### config.mk
export PLATFORM = sky130hd
export DESIGN_NAME = drfc_refresh_ctrl
export DESIGN_NICKNAME = d
export VERILOG_FILES = /design/src/pkg/drfc_pkg.sv /design/src/hw/drfc_interval_timer.sv /design/src/hw/drfc_refresh_ctrl.sv
export VERILOG_INCLUDE_DIRS = /design/src /design/src/pkg
export SDC_FILE = /design/constraint.sdc
export NUM_CORES = 1
export LEC_CHECK = 0
export BUFFER_PORTS_ARGS = -buffer_cell sky130_fd_sc_hd__buf_4
export CAP_MARGIN = 20
export CORE_ASPECT_RATIO = 2
export CORE_UTILIZATION = 45
export DETAILED_ROUTE_END_ITERATION = 8
export PLACE_DENSITY = 0.79
export SLEW_MARGIN = 10
export SYNTH_ARGS = -nofsm -noshare
export SYNTH_HDL_FRONTEND = slang
export SYNTH_SLANG_ARGS = --single-unit
### constraint.sdc
create_clock -name clk_sys -period 1.68 [get_ports clk_sys]
set_input_delay 0.084 -clock clk_sys [delete_from_list [all_inputs] [get_ports clk_sys]]
set_output_delay 0.084 -clock clk_sys [all_outputs]
set_load 0.01 [all_outputs]
### src/pkg/drfc_regs.svh
// Register offsets, field positions, reset values and timing counts of the refresh controller.
// Assumes inclusion by bare name from the package and the testbench.
// Overview of operation
// [RULE_01] Bit 7 enables refresh; reset sets it.
// [RULE_02] Bit 6 stretches refresh to three clocks.
// [RULE_03] Interval field selects 10/20/40/80 states.
// [RULE_04] Reset clears interval field to shortest.
// [RULE_05] After reset: every 10 clocks, 3 long.
// [RULE_06] No refresh in reset, hold, sleep, wait.
// [RULE_07] Timer keeps counting while bus released.
// [RULE_08] Refresh request latched, later ones overwrite.
// [RULE_09] Latched refresh runs after first machine cycle.
// [RULE_10] Address advances once per performed refresh.
// [RULE_11] Timer restarts at reset release and request.
// [RULE_12] Writes apply next interval (here a new interval limit applies to the current count at once); reads return settings.
`ifndef DRFC_REGS_SVH
`define DRFC_REGS_SVH
`define DRFC_REFRESH_CONTROL_ADDR 8'h36
`define DRFC_ON_BIT               7
`define DRFC_STRETCH_BIT          6
`define DRFC_SEL_HI               1
`define DRFC_SEL_LO               0
`define DRFC_REFRESH_CONTROL_RST  8'hC0
`define DRFC_READ_MASK            8'hC3
`define DRFC_STATES_SEL0          7'h0A
`define DRFC_STATES_SEL1          7'h14
`define DRFC_STATES_SEL2          7'h28
`define DRFC_STATES_SEL3          7'h50
`endif

### src/pkg/drfc_pkg.sv
// Types shared by the refresh controller modules.
// Assumes the register header sits beside it.
`default_nettype none
package drfc_pkg;
    `include "drfc_regs.svh"
    typedef enum logic [1:0] {DRFC_IDLE, DRFC_T1, DRFC_T2, DRFC_TW} drfc_state_t;
    typedef logic [6:0] drfc_count_t;
endpackage : drfc_pkg
`default_nettype wire

### src/hw/drfc_interval_timer.sv
// Free-running refresh interval timer giving a one-cycle request pulse.
// Assumes the interval selection comes straight from the control register.
`timescale 1ns/1ps
`default_nettype none
module drfc_interval_timer
    import drfc_pkg::*;
(
    input  wire logic       clk_sys,
    input  wire logic       sys_rst,
    input  wire logic [1:0] interval_sel,
    output var  logic       tick
);
    drfc_count_t count_reg;
    drfc_count_t count_next;
    drfc_count_t limit;
    wire         at_end;

    // Interval length in clock states for each selection code.
    // [RULE_03] interval code decode
    function automatic drfc_count_t states_of(input logic [1:0] sel);
        case (sel)
            2'h0:    states_of = `DRFC_STATES_SEL0;
            2'h1:    states_of = `DRFC_STATES_SEL1;
            2'h2:    states_of = `DRFC_STATES_SEL2;
            default: states_of = `DRFC_STATES_SEL3;
        endcase
    endfunction : states_of

    // A shortened selection ends the current count at once rather than wrapping.
    assign limit      = states_of(interval_sel) - 7'h01;
    assign at_end     = (count_reg >= limit);
    assign count_next = at_end ? 7'h00 : count_reg + 7'h01;

    // Counts in every state, bus held or not; restarts at reset and each request.
    // [RULE_07] [RULE_11] [RULE_12] timer keeps running
    always_ff @(posedge clk_sys)
    begin
        if (sys_rst)
        begin
            count_reg <= 7'h00;
            tick      <= 1'b0;
        end
        else
        begin
            count_reg <= count_next;
            tick      <= at_end;
        end
    end
endmodule : drfc_interval_timer
`default_nettype wire

### src/hw/drfc_refresh_ctrl.sv
// Refresh controller: control register, request latch, refresh cycle sequencer, address.
// Assumes CPU-side signals are synchronous to clk_sys; io_wr and io_rd are one-cycle strobes.
`timescale 1ns/1ps
`default_nettype none
module drfc_refresh_ctrl
    import drfc_pkg::*;
(
    input  wire logic       clk_sys,
    input  wire logic       sys_rst,
    input  wire logic [7:0] io_addr,
    input  wire logic [7:0] io_wdata,
    input  wire logic       io_wr,
    input  wire logic       io_rd,
    output var  logic [7:0] io_rdata,
    input  wire logic       bus_hold_request,
    input  wire logic       sleep_mode,
    input  wire logic       wait_state,
    input  wire logic       mcycle_end,
    output var  logic       refresh_cycle,
    output var  logic       refresh_wait_state,
    output var  logic [7:0] refresh_addr
);
    // Stored control fields, request latch and sequencer state.
    logic [7:0]  refresh_control_reg;
    logic [7:0]  refresh_control_next;
    logic        pending_reg;
    logic        pending_next;
    logic        sleep_seen_reg;
    logic        sleep_seen_next;
    drfc_state_t state_reg;
    drfc_state_t state_next;
    logic        tick;
    // Decoded strobes, qualifiers and next values of the registered outputs.
    wire         sel_hit;
    wire         wr_hit;
    wire         rd_hit;
    wire         refresh_enabled;
    wire         stretch_on;
    wire         blocked;
    wire         sleep_exit_ok;
    wire         start;
    wire         cycle_next;
    wire         stretch_next;
    wire         addr_step;
    wire [7:0]   rdata_next;
    wire [7:0]   addr_next;

    // True in every clock of a refresh bus cycle.
    // Used both to gate new starts and to drive the cycle flag.
    function automatic logic is_busy(input drfc_state_t st);
        is_busy = (st != DRFC_IDLE);
    endfunction : is_busy

    // Interval timer; it runs in every state so bus handover never shifts it.
    drfc_interval_timer u_timer (
        .clk_sys      (clk_sys),
        .sys_rst      (sys_rst),
        .interval_sel (refresh_control_reg[`DRFC_SEL_HI:`DRFC_SEL_LO]),
        .tick         (tick)
    );

    // Register decode: the control register answers at a single I/O address.
    assign sel_hit = (io_addr == `DRFC_REFRESH_CONTROL_ADDR);
    assign wr_hit  = io_wr & sel_hit;
    assign rd_hit  = io_rd & sel_hit;

    // Spare bits are never stored, so a read shows only the live settings.
    // [RULE_12] write and readback
    assign refresh_control_next = io_wdata & `DRFC_READ_MASK;
    assign rdata_next           = rd_hit ? refresh_control_reg : 8'h00;

    // Live control fields used by the sequencer.
    // [RULE_01] refresh enable bit
    assign refresh_enabled = refresh_control_reg[`DRFC_ON_BIT];
    // [RULE_02] refresh stretch bit
    assign stretch_on      = refresh_control_reg[`DRFC_STRETCH_BIT];

    // Conditions that forbid inserting a cycle; reset is covered by the sync reset.
    // [RULE_06] suppress insertion conditions
    assign blocked = bus_hold_request | sleep_mode | wait_state;

    // After sleep the held request waits for the first machine cycle end.
    // [RULE_09] run after first cycle
    assign sleep_exit_ok = ~sleep_seen_reg | mcycle_end;

    // A cycle starts from the latch, never straight from the timer tick.
    assign start = pending_reg & ~blocked & refresh_enabled
                 & sleep_exit_ok & ~is_busy(state_reg);

    // Request latch: a new tick overwrites, never queues, and wins over the clear.
    // [RULE_08] single overwriting latch
    assign pending_next = tick | (pending_reg & ~start);

    // Sleep is remembered until a machine cycle ends after it or the held refresh
    // runs, so a sleep with nothing latched holds back later timer refreshes only until that machine cycle ends.
    assign sleep_seen_next = sleep_mode | (sleep_seen_reg & ~(start | mcycle_end));

    // Cycle flags follow the next state so the outputs come from flip-flops.
    // [RULE_02] [RULE_05] registered cycle flags
    assign cycle_next   = is_busy(state_next);
    assign stretch_next = (state_next == DRFC_TW);

    // Address steps at the end of the first clock of each performed cycle, never per request.
    // [RULE_10] increment per cycle
    assign addr_step = (state_reg == DRFC_T1);
    assign addr_next = refresh_addr + 8'h01;

    // Control register: enable and stretch set, interval shortest after reset.
    // [RULE_01] [RULE_02] [RULE_04] reset values
    always_ff @(posedge clk_sys)
    begin
        if (sys_rst)
        begin
            refresh_control_reg <= `DRFC_REFRESH_CONTROL_RST;
        end
        else if (wr_hit)
        begin
            refresh_control_reg <= refresh_control_next;
        end
    end

    // Read data register; it holds until the next read strobe.
    always_ff @(posedge clk_sys)
    begin
        if (sys_rst)
        begin
            io_rdata <= 8'h00;
        end
        else if (io_rd)
        begin
            io_rdata <= rdata_next;
        end
    end

    // Request latch register.
    always_ff @(posedge clk_sys)
    begin
        if (sys_rst)
        begin
            pending_reg <= 1'b0;
        end
        else
        begin
            pending_reg <= pending_next;
        end
    end

    // Sleep memory register.
    always_ff @(posedge clk_sys)
    begin
        if (sys_rst)
        begin
            sleep_seen_reg <= 1'b0;
        end
        else
        begin
            sleep_seen_reg <= sleep_seen_next;
        end
    end

    // Refresh cycle sequencer: two clocks, or three with the stretch bit.
    // [RULE_02] [RULE_05] cycle length select
    always_comb
    begin
        case (state_reg)
            DRFC_IDLE: state_next = start ? DRFC_T1 : DRFC_IDLE;
            DRFC_T1:   state_next = DRFC_T2;
            DRFC_T2:   state_next = stretch_on ? DRFC_TW : DRFC_IDLE;
            DRFC_TW:   state_next = DRFC_IDLE;
            default:   state_next = DRFC_IDLE;
        endcase
    end

    // State and bus-cycle outputs, all registered.
    always_ff @(posedge clk_sys)
    begin
        if (sys_rst)
        begin
            state_reg          <= DRFC_IDLE;
            refresh_cycle      <= 1'b0;
            refresh_wait_state <= 1'b0;
        end
        else
        begin
            state_reg          <= state_next;
            refresh_cycle      <= cycle_next;
            refresh_wait_state <= stretch_next;
        end
    end

    // Refresh address register; missed requests leave it untouched.
    always_ff @(posedge clk_sys)
    begin
        if (sys_rst)
        begin
            refresh_addr <= 8'h00;
        end
        else if (addr_step)
        begin
            refresh_addr <= addr_next;
        end
    end
endmodule : drfc_refresh_ctrl
`default_nettype wire

==> flow_metrics.tcl <==
set metrics [dict create \
    status "finished, violations left" \
    violations "negative setup slack" \
    crit_start "refresh_control_reg[0]$_SDFFE_PP0P_" \
    r2r_slack_ps -50 \
    critPathLaunchType "register" \
    drv_slew 0 \
    path_clk_slew_ps 60 \
    seq_area_sq_um 608 \
    highest-signal-layer "met4" \
    synth_top_cell_by_area "dfxtp_1" \
    crit_path_max_fanout 8 \
    relSlewSlack 0.586 \
    netlist_top_cells_area "dfxtp_1 43%, ha_1 12%, xor2_1 5.6%" \
    utilization 0.639 \
    diodes 0 \
    largest_reg_flops 8 \
    cp-endpoint "u_timer.count_reg[1]$_SDFF_PP0_" \
    cp_data_required_time_ps 1880 \
    period_share 1.03 \
    clockBufferDepth 2 \
    vias_per_cell 5.36 \
    layout.nets 233 \
    maxCapViolations 0 \
    synth-xor-area-share 0.0746 \
    timing.rr.end "u_timer.count_reg[1]$_SDFF_PP0_" \
    tns_ps -120 \
    setup_ws_ps -46.2 \
    core_area_sq_um 2980 \
    grt_pass1_vias 1224 \
    synth_seq_area_share 0.426 \
    dr_total_vias 1216 \
    syn_area_per_cell_sq_um 9.03 \
    drt-initial-drc-count 23 \
    dr_wl_met2_um 1840 \
    grt_remaining_overflow 0 \
    synth_cell_type_count 31 \
    synthAdderAreaFrac 0.115 \
    clock_sinks 30 \
    synth_top_family_by_area "simple AND/OR/NAND/NOR gates" \
    dieArea_sq_um 3370 \
    postCtsHoldBufs 0 \
    synth_compound_area_frac 0.0879 \
    setup_viol 5 \
    grt_pass1_wl_um 5110 \
    netlist_instances 156 \
    antenna_found_initial 0 \
    grt_use_total 0.196 \
    fillCellCount 233 \
    finalPower_mw 1.42 \
    numCtsBuffers 5 \
    tritoncts "done" \
    grt_max_degree 33 \
    powerDensity_nw_per_um2 745 \
    wl_per_cell_um 13.9 \
    dp.final_hpwl_um 2310 \
    area_delta_synth_final_pct 35.2 \
    ys_seq_elements 30 \
    final_hold_viol_count 0 \
    cts_root_buffer "clkbuf_8" \
    hp-class "in -> reg" \
    clk-insertion-delay-late_ps 280 \
    worstPathArrival_ps 1920 \
    syn_area_sq_um 1410 \
    synth-async-reset-ratio 0 \
    worst_slew_pin_slew_ps 616 \
    die_y_um 81.1 \
    rr_worst_depth 7 \
    synth-main-ff-cell "dfxtp_1" \
    post-route-drc-count 0 \
    vdd_drop_max_mv 0.582 \
    clock_skew_ps 5.47 \
    end_kind "register" \
    synth_simple_gate_area_frac 0.234 \
    io_buffer_count 33 \
    wirelength_um 3160 \
    start_util 0.473 \
    die_width_um 41.6 \
    pin_count 42 \
    drt_pass1_iterations 4 \
    cts-htree-levels 2 \
    multi_input_area_sq_um 835 \
    wl_met3_um 102 \
    r2r-start "refresh_control_reg[0]$_SDFFE_PP0P_" \
    p_leak_nw 0.809 \
    synthDominantCellAreaShare 0.426 \
    num_rows 28 \
    place_congestion 0.786 \
    antenna_left 0 \
    fmax_ghz 0.579 \
    grt_setup_unrepaired "true" \
    fin_crit_ps 1730 \
    critical_path_class "reg -> reg" \
    wl_met1_um 1160 \
    drive_above_1_share 0.340 \
    synth-edff-count 0 \
    yosys_warnings 0 \
    synthMuxAreaShare 0 \
]
power by group:
| group | leakage, nW | internal (mW) | switching (mW) | total, mW |
|---|---|---|---|---|
| clock network | 0.0472 | 0.329 | 0.271 | 0.600 |
| registers | 0.244 | 0.717 | 0.00816 | 0.725 |
| logic | 0.517 | 0.0495 | 0.0453 | 0.0949 |
| total | 0.809 | 1.09 | 0.324 | 1.42 |
per-layer routing:
layer | up-vias | GRT usage
li1 | 607 | -
met1 | 572 | 0.186
met2 | 32 | 0.378
met3 | 5 | 0.0489
met4 | 0 | 0.0968
met5 | - | 0
repair_timing:
| item | 4_1_cts | 5_1_grt |
|---|---|---|
| pin swaps | 1 | 5 |
| resized for setup | 13 | 12 |
| setup endpoints to repair | 8 | 8 |
| buffers inserted | 2 | 0 |
cell usage after synthesis, types with 3 or more instances:
library cell,instances
nand2_1,8
o21ai_0,3
ha_1,13
inv_1,8
nor3_1,6
xnor2_1,3
dfxtp_1,30
nand3_1,10
clkbuf_1,3
nand2b_1,6
buf_4,5
nor2_1,12
xor2_1,9
nor2b_1,3
nand4_1,6
a21oi_1,13
worst max-delay path: stages (launching register included):
cell	delay, ps
dfxtp_4	360
buf_6	120
ha_4	150
xor2_1	170
ha_1	310
a21oi_2	210
o21ai_4	130
nor3b_1	200
logic make-up (layout without fill, tap and decap cells):
family / after synthesis / in the layout
xor gates and xnor gates: 12 / 12
and+or+nand+nor: 61 / 61
DFF: 30 / 30
buffers and inverters: 17 / 55
adders and majority gates: 13 / 13
other: 1 / 4
AOI/OAI and AO/OA: 22 / 22
cell usage in the layout, fill, tap and decap left out, drive strengths merged:
cell,count
or3,1
dfxtp,30
nor2,12
or4,1
nand4bb,1
clkinv,1
nand2b,6
nand4,6
buf,39
a21o,2
nor3b,1
or2,1
o21ai,4
ha,13
nor3,8
a21oi,13
nor2b,3
conb,4
clkbuf,6
xnor2,3
and3,2
nand3,10
nor4b,1
a211oi,1
nand2,8
a31oi,1
xor2,9
inv,8
a41o,1
clkinvlp,1
how the worst min path moves through the flow:
stage	startpoint	endpoint	slack [ps]	depth (start not counted)
2_1_floorplan	sys_rst	u_timer.tick$_SDFF_PP0_	160	1
3_3_place_gp	io_wdata[6]	refresh_control_reg[6]$_SDFFE_PP1P_	330	3
3_5_place_dp	io_wdata[6]	refresh_control_reg[6]$_SDFFE_PP1P_	340	3
4_1_cts	io_wdata[6]	refresh_control_reg[6]$_SDFFE_PP1P_	50	3
5_1_grt	io_wdata[6]	refresh_control_reg[6]$_SDFFE_PP1P_	60	3
6_report	io_wdata[6]	refresh_control_reg[6]$_SDFFE_PP1P_	60	3
per-stage QoR:
stage          cells  cell area [sq um]  hold slack (ps)  setup slack [ps]
2_1_floorplan    159               1420              156              26.0
3_3_place_gp     217               1690              329             -40.0
3_5_place_dp     217               1690              342              -197
4_1_cts          227               1850             54.6              4.87
5_1_grt          227               1900             58.1              -124
6_report         227               1900             59.0             -46.2
final cells by class:
class                           count  share of cell area
Inverter                            8              0.0171
Clock inverter                      2             0.00657
Multi-Input combinational cell    112               0.438
Timing Repair Buffer               39               0.156
Tap cell                           30              0.0197
Sequential cell                    30               0.319
Clock buffer                        6              0.0434
Power figures use the tool's default switching activity.
